File: src/verilog/bsc_consts.svh
// constants of the boot strap capture block
// Functional notes
// - latch every strap input during a switch fundamental reset only.
// - strap changes outside that reset have no effect on operation.
// - a readable status register shows every strap latched at last reset.
// - clock frequency strap sets reference clock frequency; never overridden.
// - four-bit strap gives eeprom bus address bits 4 to 1; fixed.
// - slow strap sets master bus speed; prescaler field writes override it.
// - eight join straps merge port pairs 0/1 through 14/15; fixed.
// - hold strap keeps device in reset with both buses active.
// - while held in reset, register reads and writes are accepted.
// - leave the held state only when the hold bit is cleared.
// - four-bit strap gives slave address bits 5,3,2,1; fixed.
// - four-bit strap selects switch operating mode; fixed.
// - further setup comes over the slave bus or from the eeprom.
// - latching happens when the global reset input is negated.
// - eeprom load error aborts the load and sets the hold bit.
`ifndef BSC_CONSTS_SVH
`define BSC_CONSTS_SVH

`define BSC_VEC_W        26
`define BSC_F_GCLK       0
`define BSC_F_PCLK_LO    1
`define BSC_F_PCLK_HI    3
`define BSC_F_EADDR_LO   4
`define BSC_F_EADDR_HI   7
`define BSC_F_SLOW       8
`define BSC_F_JOIN_LO    9
`define BSC_F_JOIN_HI    16
`define BSC_F_HOLD       17
`define BSC_F_SADDR_LO   18
`define BSC_F_SADDR_HI   21
`define BSC_F_MODE_LO    22
`define BSC_F_MODE_HI    25

`define BSC_ADDR_W       8
`define BSC_OFS_STATUS   8'h00
`define BSC_OFS_PCLK     8'h04
`define BSC_OFS_BUSCTL   8'h08
`define BSC_OFS_SWITCH_CONTROL_REG    8'h0C
`define BSC_OFS_RUNSTS   8'h10

`define BSC_PRESC_FAST   8'h0A
`define BSC_PRESC_SLOW   8'h28
`define BSC_SWITCH_CONTROL_REG_HOLD   0

`define BSC_RESP_OKAY    2'h0
`define BSC_RESP_SLVERR  2'h2

`endif

File: src/verilog/bsc_pkg.sv
// types of the boot strap capture block
`include "bsc_consts.svh"
package bsc_pkg;
    typedef enum logic [1:0] {
        bsc_st_reset = 2'b00,
        bsc_st_halt  = 2'b01,
        bsc_st_run   = 2'b10
    } bsc_state_t;

    typedef struct packed {
        bsc_state_t                state;
        logic                      rst_seen;
        logic [`BSC_VEC_W-1:0]     status;
        logic [2:0]                pclk;
        logic [7:0]                presc;
        logic                      hold;
        logic                      abort;
        logic                      aw_have;
        logic [`BSC_ADDR_W-1:0]    awaddr;
        logic                      w_have;
        logic [31:0]               wdata;
        logic [3:0]                wstrb;
        logic                      bvalid;
        logic [1:0]                bresp;
        logic                      rvalid;
        logic [31:0]               rdata;
        logic [1:0]                rresp;
    } bsc_st_t;
endpackage

File: src/verilog/bsc_top.sv
// boot strap capture with axi4-lite register access
//
// Local design decisions: the address map and the AXI4-Lite interface to the registers.
`timescale 1ns/1ps
`default_nettype none
`include "bsc_consts.svh"
module bsc_top
    import bsc_pkg::*;
(
    // clock and reset
    input  wire logic                   aclk,
    input  wire logic                   aresetn,
    // board pins
    input  wire logic                   global_reset_n,
    input  wire logic                   global_clk_freq_strap,
    input  wire logic [2:0]             port_clocking_strap,
    input  wire logic [3:0]             eeprom_bus_addr_strap,
    input  wire logic                   master_bus_slow_strap,
    input  wire logic [7:0]             pair_join_strap,
    input  wire logic                   reset_hold,
    input  wire logic [3:0]             slave_bus_addr_strap,
    input  wire logic [3:0]             switch_op_select,
    // eeprom loader
    input  wire logic                   eeprom_load_err,
    output logic                        eeprom_load_abort,
    // core configuration
    output logic                        core_reset_n,
    output logic                        master_bus_en,
    output logic                        slave_bus_en,
    output logic                        global_clk_freq_sel,
    output logic [2:0]                  port_clock_mode,
    output logic [3:0]                  eeprom_bus_addr,
    output logic [7:0]                  master_bus_prescaler,
    output logic [7:0]                  pair_join,
    output logic [3:0]                  slave_bus_addr,
    output logic [3:0]                  switch_mode,
    // axi4-lite write address
    input  wire logic                   awvalid,
    output logic                        awready,
    input  wire logic [`BSC_ADDR_W-1:0] awaddr,
    input  wire logic [2:0]             awprot,
    // axi4-lite write data
    input  wire logic                   wvalid,
    output logic                        wready,
    input  wire logic [31:0]            wdata,
    input  wire logic [3:0]             wstrb,
    // axi4-lite write response
    output logic                        bvalid,
    input  wire logic                   bready,
    output logic [1:0]                  bresp,
    // axi4-lite read address
    input  wire logic                   arvalid,
    output logic                        arready,
    input  wire logic [`BSC_ADDR_W-1:0] araddr,
    input  wire logic [2:0]             arprot,
    // axi4-lite read data
    output logic                        rvalid,
    input  wire logic                   rready,
    output logic [31:0]                 rdata,
    output logic [1:0]                  rresp
);
    logic [`BSC_VEC_W-1:0] strap_pins;
    logic [`BSC_VEC_W-1:0] strap_s;
    logic                  rst_s;
    logic                  rst_rise;
    logic                  wr_go;
    logic [32:0]           rd_word;
    bsc_st_t               r;
    bsc_st_t               n;

    assign strap_pins = {switch_op_select, slave_bus_addr_strap, reset_hold,
                         pair_join_strap, master_bus_slow_strap,
                         eeprom_bus_addr_strap, port_clocking_strap,
                         global_clk_freq_strap};

    // straps are synchronised too so a strap moving at the reset edge
    // cannot be caught half old, half new
    bsc_sync #(.W(`BSC_VEC_W)) u_strap_sync (
        .aclk    (aclk),
        .aresetn (aresetn),
        .din     (strap_pins),
        .dout    (strap_s)
    );

    bsc_sync #(.W(1)) u_rst_sync (
        .aclk    (aclk),
        .aresetn (aresetn),
        .din     (global_reset_n),
        .dout    (rst_s)
    );

    // read decode; unmapped offsets answer with an error and zero data
    function automatic logic [32:0] rd_mux(input logic [`BSC_ADDR_W-1:0] a,
                                           input bsc_st_t s);
        logic [32:0] v;
        v = {1'b1, 32'h0000_0000};
        case (a)
            `BSC_OFS_STATUS: v = {1'b0, 6'h00, s.status};
            `BSC_OFS_PCLK:   v = {1'b0, 29'h0000_0000, s.pclk};
            `BSC_OFS_BUSCTL: v = {1'b0, 24'h00_0000, s.presc};
            `BSC_OFS_SWITCH_CONTROL_REG:  v = {1'b0, 31'h0000_0000, s.hold};
            `BSC_OFS_RUNSTS: v = {1'b0, 30'h0000_0000, s.state};
            default:         v = {1'b1, 32'h0000_0000};
        endcase
        return v;
    endfunction

    assign awready  = ~r.aw_have & ~r.bvalid;
    assign wready   = ~r.w_have & ~r.bvalid;
    assign arready  = ~r.rvalid;
    assign rst_rise = rst_s & ~r.rst_seen;
    assign wr_go    = r.aw_have & r.w_have & ~r.bvalid;
    assign rd_word  = rd_mux(araddr, r);

    always_comb begin
        n          = r;
        n.abort    = 1'b0;
        n.rst_seen = rst_s;

        // register slave stays live in every state, halt included
        if (awvalid && awready) begin
            n.aw_have = 1'b1;
            n.awaddr  = awaddr;
        end
        if (wvalid && wready) begin
            n.w_have = 1'b1;
            n.wdata  = wdata;
            n.wstrb  = wstrb;
        end
        if (r.bvalid && bready) begin
            n.bvalid = 1'b0;
        end
        if (wr_go) begin
            n.aw_have = 1'b0;
            n.w_have  = 1'b0;
            n.bvalid  = 1'b1;
            n.bresp   = `BSC_RESP_OKAY;
            case (r.awaddr)
                `BSC_OFS_STATUS: begin
                end
                `BSC_OFS_RUNSTS: begin
                end
                `BSC_OFS_PCLK: begin
                    if (r.wstrb[0]) begin
                        n.pclk = r.wdata[2:0];
                    end
                end
                `BSC_OFS_BUSCTL: begin
                    if (r.wstrb[0]) begin
                        n.presc = r.wdata[7:0];
                    end
                end
                `BSC_OFS_SWITCH_CONTROL_REG: begin
                    if (r.wstrb[0]) begin
                        n.hold = r.wdata[`BSC_SWITCH_CONTROL_REG_HOLD];
                    end
                end
                default: begin
                    n.bresp = `BSC_RESP_SLVERR;
                end
            endcase
        end
        if (r.rvalid && rready) begin
            n.rvalid = 1'b0;
        end
        if (arvalid && arready) begin
            n.rvalid = 1'b1;
            n.rdata  = rd_word[31:0];
            n.rresp  = rd_word[32] ? `BSC_RESP_SLVERR : `BSC_RESP_OKAY;
        end

        // capture on negation of the reset pin; nothing else writes status
        if (!rst_s) begin
            n.state = bsc_st_reset;
        end else if (rst_rise) begin
            n.status = strap_s;
            n.pclk   = strap_s[`BSC_F_PCLK_HI:`BSC_F_PCLK_LO];
            n.presc  = strap_s[`BSC_F_SLOW] ? `BSC_PRESC_SLOW
                                             : `BSC_PRESC_FAST;
            n.hold   = strap_s[`BSC_F_HOLD];
            n.state  = strap_s[`BSC_F_HOLD] ? bsc_st_halt
                                             : bsc_st_run;
        end else begin
            case (r.state)
                bsc_st_halt: begin
                    if (!r.hold) begin
                        n.state = bsc_st_run;
                    end
                end
                bsc_st_run: begin
                    if (r.hold) begin
                        n.state = bsc_st_halt;
                    end
                end
                default: begin
                    n.state = bsc_st_reset;
                end
            endcase
        end

        // a load error wins over a software clear in the same cycle
        if (eeprom_load_err && rst_s && !rst_rise &&
            r.state != bsc_st_reset) begin
            n.hold  = 1'b1;
            n.abort = 1'b1;
        end
    end

    always_ff @(posedge aclk) begin
        if (!aresetn) begin
            r <= '0;
        end else begin
            r <= n;
        end
    end

    // held state keeps the core in reset but both buses running
    assign core_reset_n         = (r.state == bsc_st_run);
    assign master_bus_en        = (r.state != bsc_st_reset);
    assign slave_bus_en         = (r.state != bsc_st_reset);
    assign eeprom_load_abort    = r.abort;
    assign global_clk_freq_sel  = r.status[`BSC_F_GCLK];
    assign port_clock_mode      = r.pclk;
    // never writable: straight from the latch
    assign eeprom_bus_addr      = r.status[`BSC_F_EADDR_HI:`BSC_F_EADDR_LO];
    assign master_bus_prescaler = r.presc;
    assign pair_join            = r.status[`BSC_F_JOIN_HI:`BSC_F_JOIN_LO];
    assign slave_bus_addr       = r.status[`BSC_F_SADDR_HI:`BSC_F_SADDR_LO];
    assign switch_mode          = r.status[`BSC_F_MODE_HI:`BSC_F_MODE_LO];
    assign bvalid               = r.bvalid;
    assign bresp                = r.bresp;
    assign rvalid               = r.rvalid;
    assign rdata                = r.rdata;
    assign rresp                = r.rresp;

    property p_capture;
        @(posedge aclk) disable iff (!aresetn)
        rst_rise |=> (r.status == $past(strap_s));
    endproperty
    a_capture: assert property (p_capture)
        else $error("straps not latched at reset release");

    property p_ignore;
        @(posedge aclk) disable iff (!aresetn)
        !rst_rise |=> $stable(r.status);
    endproperty
    a_ignore: assert property (p_ignore)
        else $error("status changed outside reset release");

    property p_halt_entry;
        @(posedge aclk) disable iff (!aresetn)
        rst_rise && strap_s[`BSC_F_HOLD] |=>
            (r.state == bsc_st_halt) && !core_reset_n &&
            master_bus_en && slave_bus_en;
    endproperty
    a_halt_entry: assert property (p_halt_entry)
        else $error("hold strap did not halt with buses active");

    property p_halt_exit;
        @(posedge aclk) disable iff (!aresetn)
        (r.state == bsc_st_halt) && rst_s && !rst_rise && !r.hold
            |=> core_reset_n;
    endproperty
    a_halt_exit: assert property (p_halt_exit)
        else $error("halt not left after hold cleared");

    property p_halt_stay;
        @(posedge aclk) disable iff (!aresetn)
        (r.state == bsc_st_halt) && r.hold && rst_s |=> !core_reset_n;
    endproperty
    a_halt_stay: assert property (p_halt_stay)
        else $error("halt left while hold still set");

    property p_load_err;
        @(posedge aclk) disable iff (!aresetn)
        eeprom_load_err && rst_s && !rst_rise && (r.state != bsc_st_reset)
            |=> r.hold && eeprom_load_abort ##1 !core_reset_n;
    endproperty
    a_load_err: assert property (p_load_err)
        else $error("load error did not set hold");

    property p_seed;
        @(posedge aclk) disable iff (!aresetn)
        rst_rise |=> (port_clock_mode ==
                      $past(strap_s[`BSC_F_PCLK_HI:`BSC_F_PCLK_LO])) &&
                     (master_bus_prescaler == ($past(strap_s[`BSC_F_SLOW])
                      ? `BSC_PRESC_SLOW : `BSC_PRESC_FAST));
    endproperty
    a_seed: assert property (p_seed)
        else $error("overridable fields not seeded from straps");

    property p_fixed;
        @(posedge aclk) disable iff (!aresetn)
        wr_go && !rst_rise |=> $stable(global_clk_freq_sel) &&
            $stable(eeprom_bus_addr) && $stable(pair_join) &&
            $stable(slave_bus_addr) && $stable(switch_mode);
    endproperty
    a_fixed: assert property (p_fixed)
        else $error("fixed strap value changed by a write");

    property p_read_status;
        @(posedge aclk) disable iff (!aresetn)
        arvalid && arready && (araddr == `BSC_OFS_STATUS) && !rst_rise
            |=> rvalid && (rdata[`BSC_VEC_W-1:0] == $past(r.status));
    endproperty
    a_read_status: assert property (p_read_status)
        else $error("status read does not show latched straps");

    property p_wr_resp;
        @(posedge aclk) disable iff (!aresetn)
        wr_go |=> bvalid;
    endproperty
    a_wr_resp: assert property (p_wr_resp)
        else $error("write response missing");

    property p_b_hold;
        @(posedge aclk) disable iff (!aresetn)
        bvalid && !bready |=> bvalid && $stable(bresp);
    endproperty
    a_b_hold: assert property (p_b_hold)
        else $error("write response dropped before bready");

    property p_r_hold;
        @(posedge aclk) disable iff (!aresetn)
        rvalid && !rready |=> rvalid && $stable(rdata) && $stable(rresp);
    endproperty
    a_r_hold: assert property (p_r_hold)
        else $error("read data dropped before rready");

    property p_aw_refuse;
        @(posedge aclk) disable iff (!aresetn)
        bvalid |-> !awready && !wready;
    endproperty
    a_aw_refuse: assert property (p_aw_refuse)
        else $error("new write taken while response pending");

    property p_bus_off;
        @(posedge aclk) disable iff (!aresetn)
        !rst_s |=> !core_reset_n && !master_bus_en && !slave_bus_en;
    endproperty
    a_bus_off: assert property (p_bus_off)
        else $error("device not in reset while reset pin low");

    property p_hold_write;
        @(posedge aclk) disable iff (!aresetn)
        wr_go && (r.awaddr == `BSC_OFS_SWITCH_CONTROL_REG) && r.wstrb[0] &&
            !rst_rise && !eeprom_load_err
            |=> (r.hold == $past(r.wdata[`BSC_SWITCH_CONTROL_REG_HOLD]));
    endproperty
    a_hold_write: assert property (p_hold_write)
        else $error("hold bit write did not land");

    property p_pclk_write;
        @(posedge aclk) disable iff (!aresetn)
        wr_go && (r.awaddr == `BSC_OFS_PCLK) && r.wstrb[0] && !rst_rise
            |=> (port_clock_mode == $past(r.wdata[2:0]));
    endproperty
    a_pclk_write: assert property (p_pclk_write)
        else $error("port clocking write did not override strap");
endmodule
`default_nettype wire

File: src/verilog/bsc_sync.sv
// three-stage input synchroniser with agreement filter
`timescale 1ns/1ps
`default_nettype none
module bsc_sync #(
    parameter int W = 1
) (
    // clock and reset
    input  wire logic         aclk,
    input  wire logic         aresetn,
    // pins and filtered result
    input  wire logic [W-1:0] din,
    output logic      [W-1:0] dout
);
    typedef struct packed {
        logic [W-1:0] s1;
        logic [W-1:0] s2;
        logic [W-1:0] s3;
        logic [W-1:0] q;
    } bsc_sync_st_t;

    bsc_sync_st_t r;
    bsc_sync_st_t n;

    always_comb begin
        n    = r;
        n.s1 = din;
        n.s2 = r.s1;
        n.s3 = r.s2;
        // a bit changes only once the second and third stages agree
        for (int i = 0; i < W; i++) begin
            if (r.s2[i] == r.s3[i]) begin
                n.q[i] = r.s3[i];
            end
        end
    end

    always_ff @(posedge aclk) begin
        if (!aresetn) begin
            r <= '0;
        end else begin
            r <= n;
        end
    end

    assign dout = r.q;
endmodule
`default_nettype wire

File: config.mk
export PLATFORM = sky130hd
export DESIGN_NAME = bsc_top
export DESIGN_NICKNAME = d
export VERILOG_FILES = /design/src/verilog/bsc_pkg.sv /design/src/verilog/bsc_top.sv /design/src/verilog/bsc_sync.sv
export VERILOG_INCLUDE_DIRS = /design/src /design/src/verilog
export SDC_FILE = /design/constraint.sdc
export NUM_CORES = 1
export LEC_CHECK = 0
export BUFFER_PORTS_ARGS = -buffer_cell sky130_fd_sc_hd__buf_2
export CAP_MARGIN = 25
export CORE_MARGIN = 10
export CORE_UTILIZATION = 45
export CTS_BUF_LIST = sky130_fd_sc_hd__clkbuf_8
export DETAILED_ROUTE_END_ITERATION = 6
export MAX_ROUTING_LAYER = met4
export PLACE_DENSITY = 0.76
export SLEW_MARGIN = 20
export SYNTH_ARGS = -nofsm -noshare
export SYNTH_HDL_FRONTEND = slang
export SYNTH_HIERARCHICAL = 1
export SYNTH_SLANG_ARGS = --single-unit
File: constraint.sdc
create_clock -name aclk -period 1.8 [get_ports aclk]
set_clock_uncertainty 0.2 [all_clocks]
set_input_delay 0.09 -clock aclk [delete_from_list [all_inputs] [get_ports aclk]]
set_output_delay 0.09 -clock aclk [all_outputs]
set_load 0.005 [all_outputs]
## Word-level counts from Yosys, hierarchy flattened

Cells that the tools add are included.

| cells by class | value |
|---|---|
| reduce and logical (&&, ||, !) cells | 19 |
| bitwise gates (word level) | 11 |
| equality and inequality tests | 39 |
| muxes and demuxes | 23 |

Operators with widths:

| cell | count |
|---|---|
| case mux 33 bit (5 select lines) | 1 |
| 2-to-1 mux 12 bit | 3 |
| 2-to-1 mux 35 bit | 1 |
| == test 8 x 4 -> 1 bit, second input constant | 4 |
| == test 1 bit | 27 |
| == test 8 x 3 -> 1 bit, second input constant | 2 |
| == test 8 x 5 -> 1 bit, second input constant | 2 |
| logical NOT 8 bit | 2 |
| 2-to-1 mux 8 bit | 2 |
| 2-to-1 mux 2 bit | 7 |
| 2-to-1 mux 3 bit | 3 |
| logical AND 1 bit | 8 |
| 2-to-1 mux 6 bit | 1 |
| NOT 1 bit | 6 |
| AND reduction 2 bit | 3 |
| nonzero test 2 bit | 3 |
| bitwise AND 1 bit | 5 |
| OR reduction 5 bit | 1 |
| 2-to-1 mux 1 bit | 4 |
| case mux 2 bit (2 select lines) | 1 |
| inequality test 3 x 1 -> 1 bit, second input constant | 1 |
| inequality test 3 bit, second input constant | 1 |
| == test 2 x 1 -> 1 bit, second input constant | 1 |
| == test 2 bit, second input constant | 1 |
| other kinds (2) | 2 |

| storage, ports and cells | value |
|---|---|
| logic and storage cells | 142 |
| flip-flop bits (word level) | 207 |
| output and inout bits | 77 |

## Longest topological paths before layout

Gate-level depths: netlist of the first run.

| depth | value |
|---|---|
| depth in word-level cells | 6 |
| mapped depth | 6 |
| depth with buffers taken out | 4 |

## Hierarchy

Netlist of the first run, hierarchy kept.

Modules (own cells, without submodules):

| module | cells an instance | sequential area each (um^2) | instances | area each (um^2) |
|---|---|---|---|---|
| bsc_top | 478 | 1821.7 | 1 | 4192.8 |
| bsc_sync (u_strap_sync) | 297 | 2082.0 | 1 | 3335.7 |
| bsc_sync (u_rst_sync) | 10 | 80.1 | 1 | 116.4 |

## Least setup slack after synthesis of the first run

Ideal clock, no wire load.

| path | value |
|---|---|
| kind | flip-flop to flip-flop |
| start | register r (netlist bit rvalid) |
| end | register r (netlist bit rdata[3]) |
| setup time | 59 ps |
| cell stages (with the launch flop) | 6 |
| arrival | 1614 ps |
| path buffers | 1 |
| clock period less this slack | 1873 ps |
| slack | -73 ps |
| path through | dfxtp_1 -> or3b_2 -> or3_1 -> buf_2 -> o31ai_1 -> and2_1 |

| on the way | value |
|---|---|
| word-level cells in the longest chain between the ends | 2 |

RTL lines:

| element | RTL line | text |
|---|---|---|
| start, declared | bsc_top.sv:68 | `bsc_st_t r;` |
| start signal, assigned | bsc_top.sv:213 | `r <= n;` |
| NOT 1 bit | bsc_top.sv:110 | `assign arready = ~r.rvalid;` |
| logical AND 1 bit | bsc_top.sv:166 | `if (arvalid && arready) begin` |

Every way passes these cells.
A chain may end at the register's enable or synchronous reset.

## Worst setup path after layout of the first run

| path | value |
|---|---|
| start | register r (netlist bit rvalid) |
| end | register r (netlist bit rdata[10]) |

Same word-level chain as after synthesis.

==> impl_summary.txt, run 1 <==
----------------------------------------------------
[Logic synthesis]
  Mean Syn Cell Area ... 9.74 sq um
  Number of different library cells in the post-synthesis netlist ... 45
  Proportion of netlist area held by the largest area contributor ... 52.1%
  Flop and latch count out of synthesis ... just under 200
  Count of flip-flops with a built-in enable after synthesis ... 0
  Ys async rst share ... 0%
  Synth top area cells ... dfxtp_1, buf_4, and2_1
  Sequential share of the synthesized area ... a little over half
  Syn. warnings ... 6
  Gate count after technology mapping ... 785
  Predominant post-synthesis flop cell ... dfxtp_1
  Top cell type by total area after synthesis ... dfxtp_1
  Netlist area before placement ... roughly 0.0076 sq mm

[Drt]
  Total number of vias ... 5262
  WL final ... between 15000 and 20000 um
  Number of remaining DRC errors ... 0
  Vias per Instance ... about 4.7
  Number of iterations in the first detailed-routing pass ... 5
  Number of antenna-violating nets in the routed design ... 0
  Wirelength per Cell ... approximately 14 um
  Number of DRC markers after the initial detailed-route iteration ... 249

[STA]
  Count of final setup violators ... 9
  Post-route worst setup slack ... -0.0235 ns
  Maximum clock rate ... about 0.55 GHz
  Final period utilization ... 101%
  Max-slew violation count ... 0
  Final hold violations ... 1
  Final-layout worst hold slack ... -0.00792 ns
  Tmin final ... between 1.5 and 2 ns
  Unrepaired setup endpoints after global routing ... true

[Power]
  Static leakage power ... around 0.0038 uW
  Power per standard cell area ... 877 mW/mm^2
  Maximum ir drop on the vdd rail ... approximately 0.52 mV
  Overall power consumption ... 7900 uW

[Worst setup path]
  Depth of the worst register-to-register path ... 7
  Register-to-register path setup slack ... -0.02 ns
  Crit-path cells ... or3b_4 -> buf_6 -> nor4_4 -> buf_6 -> clkbuf_16 -> a22oi_1 -> nor2b_1
  Reg-to-Reg End ... rdata[10]
  CP most frequent cell ... buf_6
  Start-to-end type of the worst setup path ... flip-flop to flip-flop
  CP max stage delay ... between 0.3 and 0.4 ns
  Critical path launch point type ... flip-flop
  Kind of cell adding the most delay to the critical path ... simple AND/OR/NAND/NOR gates
  Crit Path Max Fanout ... 9
  Worst reg2reg path startpoint ... rvalid
  Arrival time of data at the critical path endpoint ... 2.03 ns
  Library cell contributing the largest single delay on the critical path ... or3b_4
  Required time reported for the critical path endpoint ... approximately 2.0 ns
  Buffers plus inverters on the worst setup path ... 3
  Category of the worst setup path capture point ... flip-flop

[Place]
  Post-detail-place hpwl ... approximately 11000 um
  Global placer's final weighted congestion ... just over 0.8
  Port buffer count ... ~130
  Pre-CTS setup slack ... -0.0734 ns
  Instance count after placement with tap cells included ... approximately 1.0k

[Global routing]
  Wire length of the first global-routing pass ... approximately 25000 um
  Met3 layer usage reported by global route ... between 3 and 4%
  Vias in the first global route ... slightly above 5k
  Grt total ovfl ... 0
  Layer carrying the most global-route usage ... met2
  Met2 track demand over resource in global routing ... 19.7%
  Initial antenna violation count ... 0
  GR Util All Layers ... approximately 14%
  Met1 layer usage reported by global route ... between 10% and 20%
  Largest net degree at the start of global routing ... 67

[Die]
  Core outline area ... between 0.015 and 0.02 sq mm
  Effective utilization at floorplan ... 45.9%
  Std-Cell Rows ... 47
  Vertical extent of the die ... ~150 um
  Number of primary I/O pins ... 170
  Die width ... about 150 um
  Die Footprint ... roughly 0.023 sq mm

[Run status]
  Violated checks ... hold timing, setup timing
  Run status ... complete, but fails checks

[CTS]
  Number of sinks on the clock net ... approximately 200
  Clk Latency, worst-skew pair ... 0.47 ns
  Clock edge transition at the registers on the reported setup and hold paths ... ~0.09 ns
  H-tree lvl count ... 4
  Total clock buffers created by CTS ... 17
  CTS root buf ... clkbuf_8
  CTS tree ... yes
  Buffer depth of the longest clock path ... 2

[Finish]
  Final standard cell count with taps included and fillers excluded ... roughly 1.1k
  Layout Utilization ... a little over half
  Antenna diode count ... 0
  Area delta synth->final ... 17.8%
  Share of final-layout standard cells stronger than drive strength 1 ... between 20% and 30%
  Net total in the final layout ... a little under 1k

[Min path]
  Hold Path Origin ... araddr[6]
  Endpoint with the worst hold slack ... rdata[2]
  Worst min path class ... input port to flip-flop
  Hold Path Cell Cnt ... 5

[Flow run]
  Maxcap violations ... 0

----------------------------------------------------
metal layers:
layer | part of all wire (%) | routed length (um) | vias to the layer above
met3 | 5.2 | 813 | 26
met4 | 2.5 | 382 | 0
li1 | - | - | 2699
met5 | 0 | 0 | -
met1 | 49 | 7610 | 2398
met2 | 43 | 6780 | 139
layout by cell type, fill, tap and decap left out, drive strengths merged, types with 3 or more instances in the layout:
cell / count
mux2i: 20
and2: 89
a21boi: 71
o31ai: 5
nand4b: 3
clkbuf: 19
dfxtp: 199
buf: 146
nand2: 128
inv: 12
conb: 8
nor2b: 24
nand2b: 4
o21ai: 38
nand3: 4
dlygate4sd3: 65
nor2: 13
clkinvlp: 3
a22oi: 18
a21oi: 8
synth_stat cells, types with 2 or more instances:
library cell and count:
nor4bb_1 2, dfxtp_1 199, a32o_1 2, mux2i_1 20, o21ai_0 37, nand2_1 128
clkbuf_1 21, nor2_1 13, buf_4 104, nand4b_1 3, nand3_1 4, buf_2 5
and3b_1 2, o31ai_1 5, a22oi_1 18, nor2b_1 24, nand2b_1 4, a21boi_1 2
inv_1 4, a21boi_0 47, a21boi_2 22, or2_2 2, and2_1 88, a21oi_1 8
layout make-up:
cell class	instances	area [sq um]
timing repair buffer	213	1540
inverter	4	15.0
clock inverter	15	164
multi-input combinational	457	2800
clock buffer	17	234
sequential	199	3990
fill	1501	7630
tap	220	275
where the power goes:
part | leakage [uW] | switching (uW) | internal, uW
combinational | 0.00194 | 216 | 284
clock | 0.000198 | 1570 | 1260
sequential | 0.00162 | 54.7 | 4510
total | 0.00376 | 1840 | 6060
worst max path at each step:
stage / from / end / slack, ns / cells after the start
2_1_floorplan: rvalid / rdata[3] / 0.02 / 5
3_3_place_gp: araddr[1] / rdata[6] / -0.04 / 5
3_5_place_dp: araddr[1] / rdata[4] / -0.07 / 5
4_1_cts: rvalid / rdata[18] / 0.005 / 6
5_1_grt: rvalid / rdata[13] / -0.08 / 7
6_report: rvalid / rdata[10] / -0.02 / 7
cell families (layout without fill, tap and decap cells):
logic type / after synthesis / after routing / synth area share (%)
simple gates: 278 / 278 / 18.7
mux: 20 / 20 / 2.62
xor+xnor: 1 / 1 / 0.115
flops: 199 / 199 / 52.1
other cells: 1 / 8 / 0.0491
compound gates: 150 / 150 / 14.5
buf+inv: 136 / 249 / 12.0
worst min-delay path: stages:
cell      delay, ns
buf_2          0.08
or4_4          0.13
or3_4          0.16
nand2b_1       0.11
a21boi_1       0.06
repair_timing:
| item | 4_1_cts | 5_1_grt |
|---|---|---|
| gates resized for setup | 0 | 7 |
| hold buffers | 65 | 0 |
| endpoints found under the hold margin | 100 | 0 |
| endpoints found under the setup margin | 0 | 27 |
| setup buffers | 0 | 1 |
through the flow:
| stage | instance area, sq um | hold slack, ns | setup TNS, ns |
|---|---|---|---|
| after detailed placement | 7870 | 0.0982 | -0.309 |
| after global placement | 7870 | 0.0954 | -0.199 |
| after CTS | 8920 | 0.0294 | 0 |
| final | 9010 | -0.00792 | -0.154 |
| after global routing | 9010 | 0.00166 | -1.17 |
| after floorplan | 7670 | 0.0117 | 0 |
sequential cells by signal, indices dropped and copies added, names as in the netlist, 8 cells and up:
name and flops:
pair_join 8, u_strap_sync/dout 26, rdata 26, u_strap_sync/r 26
master_bus_prescaler 8, u_strap_sync/n 52, r 28
No activity file was read; power rests on OpenSTA's default activity.
==> inputs of run 2 (changes only) <==
--- a/config.mk
+++ b/config.mk
@@ -13,7 +13,7 @@
 export CTS_BUF_LIST = sky130_fd_sc_hd__clkbuf_8
 export DETAILED_ROUTE_END_ITERATION = 6
 export MAX_ROUTING_LAYER = met4
-export PLACE_DENSITY = 0.76
+export PLACE_DENSITY = 0.74
 export SLEW_MARGIN = 20
 export SYNTH_ARGS = -nofsm -noshare
 export SYNTH_HDL_FRONTEND = slang
==> run 2 against run 1 <==
Effect of this change: the flow still finishes with violations (hold timing, setup timing); clock power is 5% lower; non-clock buffer count is 7 lower; total power decreased by 2.0%; critical endpoint is now rdata[21]; largest cell class unchanged; highest routed layer unchanged.
==> impl_summary.txt, run 2 (same netlist as run 1, synthesis figures left out) <==
----------------------------------------------------
[CTS]
  Buffer depth of the longest clock path ... 2
  CTS root buf ... clkbuf_8
  Number of sinks on the clock net ... approximately 200
  Clk Latency, worst-skew pair ... around 0.47 ns
  H-tree lvl count ... 4
  Total clock buffers created by CTS ... 17
  Clock edge transition at the registers on the reported setup and hold paths ... 0.09 ns
  CTS tree ... yes

[Power]
  Maximum ir drop on the vdd rail ... approximately 0.47 mV
  Power per standard cell area ... about 860 mW/mm^2
  Internal power summed over all cells ... between 5000 and 6000 uW
  Clock share of power ... between 30% and 40%
  Static leakage power ... roughly 0.0037 uW
  Sequential group share of total power ... just under 60%
  Net switching component of the power ... about 1800 uW
  Switching share of total power ... 22.7%
  Combinational group share of total power ... 6.3%

[STA]
  Count of final setup violators ... 1
  Final-layout worst hold slack ... -0.00727 ns
  Max-slew violation count ... 0
  Final period utilization ... 100%
  Tmin final ... between 1.5 and 2 ns
  Post-route worst setup slack ... -0.00634 ns
  Final hold violations ... 1
  Unrepaired setup endpoints after global routing ... true
  Maximum clock rate ... roughly 0.55 GHz

[Global routing]
  Wire length of the first global-routing pass ... between 20000 and 30000 um
  Initial antenna violation count ... 0
  GR Util All Layers ... roughly 14%
  Vias in the first global route ... around 5.0k
  Largest net degree at the start of global routing ... 53
  Grt total ovfl ... 0

[Finish]
  Antenna diode count ... 0
  FF/Latch Area ... roughly 0.004 sq mm
  Footprint of the multi-input gates ... 0.00287 sq mm
  Number of fillers in the final layout ... between 1k and 1.5k
  Area delta synth->final ... 17.5%
  Net total in the final layout ... between 900 and 1k
  Commonest cells after routing, fill and taps aside ... dfxtp_1, nand2_1, buf_2
  Most common library cell in the layout ignoring fill and taps ... dfxtp_1
  Flip-flop count of the largest register after layout ... 52
  Share of final-layout standard cells stronger than drive strength 1 ... between 20% and 30%

[Flow run]
  Maxcap violations ... 0

[Worst setup path]
  Category of the worst setup path capture point ... flip-flop
  Critical path launch point type ... flip-flop
  Start-to-end type of the worst setup path ... flip-flop to flip-flop
  Crit Path Max Fanout ... 5
  Required time reported for the critical path endpoint ... approximately 2 ns
  Arrival time of data at the critical path endpoint ... between 2 and 2.5 ns

[Place]
  Post-detail-place hpwl ... 10900 um
  Port buffer count ... about 130
  Pre-CTS setup slack ... -0.0816 ns
  Global placer's final weighted congestion ... roughly 0.81

[Drt]
  Number of DRC markers after the initial detailed-route iteration ... around 330
  Wirelength per Cell ... 14.2 um
  Number of remaining DRC errors ... 0
  Number of antenna-violating nets in the routed design ... 0
  Vias per Instance ... ~4.7
  Total number of vias ... between 5k and 6k
  WL final ... roughly 16000 um
  Number of iterations in the first detailed-routing pass ... 4

[Run status]
  Run status ... complete, but fails checks
  Violated checks ... hold timing, setup timing

[Die]
  Core outline area ... 0.0166 sq mm
  Std-Cell Rows ... 47
  Vertical extent of the die ... 150 um
  Effective utilization at floorplan ... a little under half
  Number of primary I/O pins ... 170
  Die Footprint ... 0.0226 sq mm
  Die width ... 150 um

[Min path]
  Worst min path class ... input port to flip-flop

----------------------------------------------------
-- run 2: power groups by stage --
stage / clock (uW) / combinational [uW] / sequential, uW
final: 2690 / 487 / 4560
after global routing: 2930 / 544 / 4580
after CTS: 2770 / 480 / 4560
after detailed placement: 0 / 383 / 4670
after global placement: 0 / 379 / 4660
after floorplan: 0 / 263 / 4650
-- run 2: layer usage --
metal | wire length (um) | GRT usage [%]
met1 | 7600 | 18.4
met2 | 7220 | 21.0
met3 | 767 | 3.48
met4 | 320 | 5.88
met5 | 0 | -
-- run 2: worst paths after layout --
path | start | to | slack (ns) | depth (start not counted)
setup reg to reg | rvalid | rdata[21] | -0.006 | 7
hold / removal | araddr[6] | rdata[2] | -0.007 | 5
setup / recovery | rvalid | rdata[21] | -0.006 | 7
hold reg to reg | u_rst_sync/n[2] | u_rst_sync/n[1] | 0.23 | 1
-- run 2: final cells by class --
class	instances	share of cell area, %
Clock inverter	12	1.14
Timing Repair Buffer	206	16.2
Sequential cell	199	44.4
Tap cell	220	3.07
Clock buffer	20	3.07
Inverter	4	0.167
Multi-Input combinational cell	457	31.9
-- run 2: through the flow --
step                      utilization, %  power (uW)  std cells  instance area [sq um]  setup TNS (ns)
after floorplan                        -        4910        792                   7670               0
after global placement              47.2        5040       1024                   7850          -0.228
after detailed placement            47.2        5050       1024                   7850          -0.343
after CTS                           52.9        7810       1114                   8810               0
after global routing                54.0        8050       1118                   8980          -0.935
final                               54.0        7740       1118                   8980        -0.00634
-- run 2: worst max-delay path, cell delays in order, from the launching register on --
cell       delay (ns)
dfxtp_2          0.33
or3b_4           0.39
buf_6            0.13
nor4_4           0.21
buf_6            0.18
clkbuf_16        0.15
a22oi_1          0.06
nor2b_1          0.11
-- run 2: repair_timing --
action	in CTS	in global routing
hold buffers	58	0
endpoints found under the hold margin	100	0
endpoints found under the setup margin	0	24
resized for setup	0	22
buffers inserted	0	1
==> inputs of run 3 (changes only) <==
==> constraint.sdc (replaced) <==
create_clock -name aclk -period 1.8 [get_ports aclk]
set_clock_uncertainty 0.2 [all_clocks]
set_input_delay 0.27 -clock aclk [delete_from_list [all_inputs] [get_ports aclk]]
set_output_delay 0.27 -clock aclk [all_outputs]
set_load 0.005 [all_outputs]
==> run 3 against run 2 <==
Effect of this change: the flow now finishes without violations; critical path type is now flip-flop to output pin; total power grew 6.2%; global-route usage is 0.53 points lower; first-iteration DRC count shrank 22%; core utilization decreased by 0.58 points; combinational power decreased by 2%; flip-flop and latch count stayed put; cell area shrank 1.1%; final cell count decreased by 0.98%; critical endpoint is now master_bus_en.
==> impl_summary.txt, run 3 (same netlist as run 1, synthesis figures left out) <==
----------------------------------------------------
[Run status]
  Run status ... complete, no violations

[Drt]
  Number of remaining DRC errors ... 0
  Wirelength per Cell ... 13.7 um
  Number of iterations in the first detailed-routing pass ... 4
  Total number of vias ... ~5k
  Number of DRC markers after the initial detailed-route iteration ... around 260
  WL final ... approximately 15000 um
  Number of antenna-violating nets in the routed design ... 0
  Vias per Instance ... ~4.6

[CTS]
  Buffer depth of the longest clock path ... 2
  Total clock buffers created by CTS ... 17
  CTS root buf ... clkbuf_8
  Clk Latency, worst-skew pair ... between 0.4 and 0.5 ns
  Clock edge transition at the registers on the reported setup and hold paths ... 0.09 ns
  H-tree lvl count ... 4
  CTS tree ... yes
  Number of sinks on the clock net ... between 150 and 200
  Post-CTS Setup Repair Bufs ... 0

[Finish]
  Most common library cell in the layout ignoring fill and taps ... dfxtp_1
  Commonest cells after routing, fill and taps aside ... dfxtp_1, nand2_1, buf_2
  Flip-flop count of the largest register after layout ... 52
  Area delta synth->final ... 16.2%
  Share of final-layout standard cells stronger than drive strength 1 ... between 20% and 30%
  Net total in the final layout ... 967

[Worst setup path]
  Critical path launch point type ... flip-flop
  Required time reported for the critical path endpoint ... between 1 and 1.5 ns
  Category of the worst setup path capture point ... output pin
  CP max stage delay ... 0.35 ns
  Arrival time of data at the critical path endpoint ... ~1.3 ns
  Crit Path Max Fanout ... 4
  Start-to-end type of the worst setup path ... flip-flop to output pin
  Crit-path cells ... or2_2 -> buf_2
  Library cell contributing the largest single delay on the critical path ... dfxtp_2

[Place]
  Post-detail-place hpwl ... roughly 11000 um
  Port buffer count ... ~130
  Global placer's final weighted congestion ... 0.832

[Global routing]
  GR Util All Layers ... ~14%
  Wire length of the first global-routing pass ... 24300 um
  Grt total ovfl ... 0
  Vias in the first global route ... between 4k and 5k
  Initial antenna violation count ... 1
  Largest net degree at the start of global routing ... 76

[STA]
  Final period utilization ... a little over nine tenths
  Count of final setup violators ... 0
  Final hold violations ... 0
  Tmin final ... ~1.7 ns
  Maximum clock rate ... between 0.5 and 0.6 GHz
  Max-slew violation count ... 0
  Unrepaired setup endpoints after global routing ... false
  Final TNS setup ... 0 ns

[Die]
  Core outline area ... between 0.015 and 0.02 sq mm
  Std-Cell Rows ... between 40 and 50
  Effective utilization at floorplan ... 45.9%
  Die Footprint ... approximately 0.023 sq mm
  Number of primary I/O pins ... between 150 and 200
  Die width ... ~150 um
  Vertical extent of the die ... 150 um

[Power]
  Power per standard cell area ... around 930 mW/mm^2
  Overall power consumption ... 8220 uW
  Maximum ir drop on the vdd rail ... 0.538 mV
  Static leakage power ... approximately 0.0037 uW

[Min path]
  Worst min path class ... input port to flip-flop

[Flow run]
  Maxcap violations ... 0

----------------------------------------------------
==> run 3: cell types whose count changed in the layout (fill, tap and decap cells not counted), sizes merged <==
cell	previous run	this run
buf	146	144
bufinv	1	5
clkbuf	22	17
clkinv	5	3
clkinvlp	1	2
diode	0	1
dlygate4sd3	58	51
inv	9	8
==> run 3: final timing paths <==
check                           from                       to  slack [ns]  cells after the start
setup / recovery              r[125]            master_bus_en        0.05                      2
hold / removal               aresetn  master_bus_prescaler[3]        0.04                      2
setup reg to reg              rvalid                 rdata[3]        0.10                      4
hold reg to reg   u_strap_sync/n[75]       u_strap_sync/n[49]        0.23                      1
==> run 3: power breakdown <==
part	leakage, uW	internal (uW)	total [uW]	switching [uW]
logic	0.00184	264	475	211
clock network	0.000225	1660	3180	1520
registers	0.00162	4510	4560	53.9
==> run 3: metrics by stage <==
stage / setup slack, ns / util, % / hold slack [ns] / cell area, sq um / instances
6_report: 0.0533 / 53.4 / 0.0409 / 8880 / 1107
4_1_cts: 0.0130 / 53.3 / 0.00916 / 8870 / 1106
3_5_place_dp: -0.223 / 47.4 / 0.212 / 7900 / 1024
5_1_grt: 0.00804 / 53.4 / 0.0378 / 8880 / 1107
2_1_floorplan: -0.0732 / - / 0.192 / 7690 / 792
3_3_place_gp: -0.197 / 47.4 / 0.208 / 7900 / 1024
==> run 3: layout make-up <==
cell class	instances	area, sq um
fillers	1493	7760
flip-flops and latches	199	3990
multi-input cells	457	2810
repair buffers	195	1340
well taps	220	275
clock buffers	17	234
clock inverters	14	221
inverters	4	15.0
diodes	1	2.50
==> run 3: repair_timing <==
action	4_1_cts	5_1_grt
hold endpoints to repair	49	0
hold buffers	51	0
endpoints found under the setup margin	8	5
cloned	0	0
gates resized for setup	3	2
pin swaps	1	1
==> run 3: critical path, delay by kind of cell (launching register included) <==
| kind | cells | cell delay (ns) |
|---|---|---|
| simple gates | 1 | 0.33 |
| buf+inv | 1 | 0.14 |
| flops | 1 | 0.35 |
==> run 3: layer usage <==
| metal | part of all wire, % | GRT usage, % | wire, um |
|---|---|---|---|
| met1 | 49 | 18.0 | 7390 |
| met3 | 5.6 | 3.54 | 854 |
| met4 | 2.3 | 6.17 | 347 |
| met2 | 43 | 19.5 | 6560 |
| met5 | 0 | - | 0 |
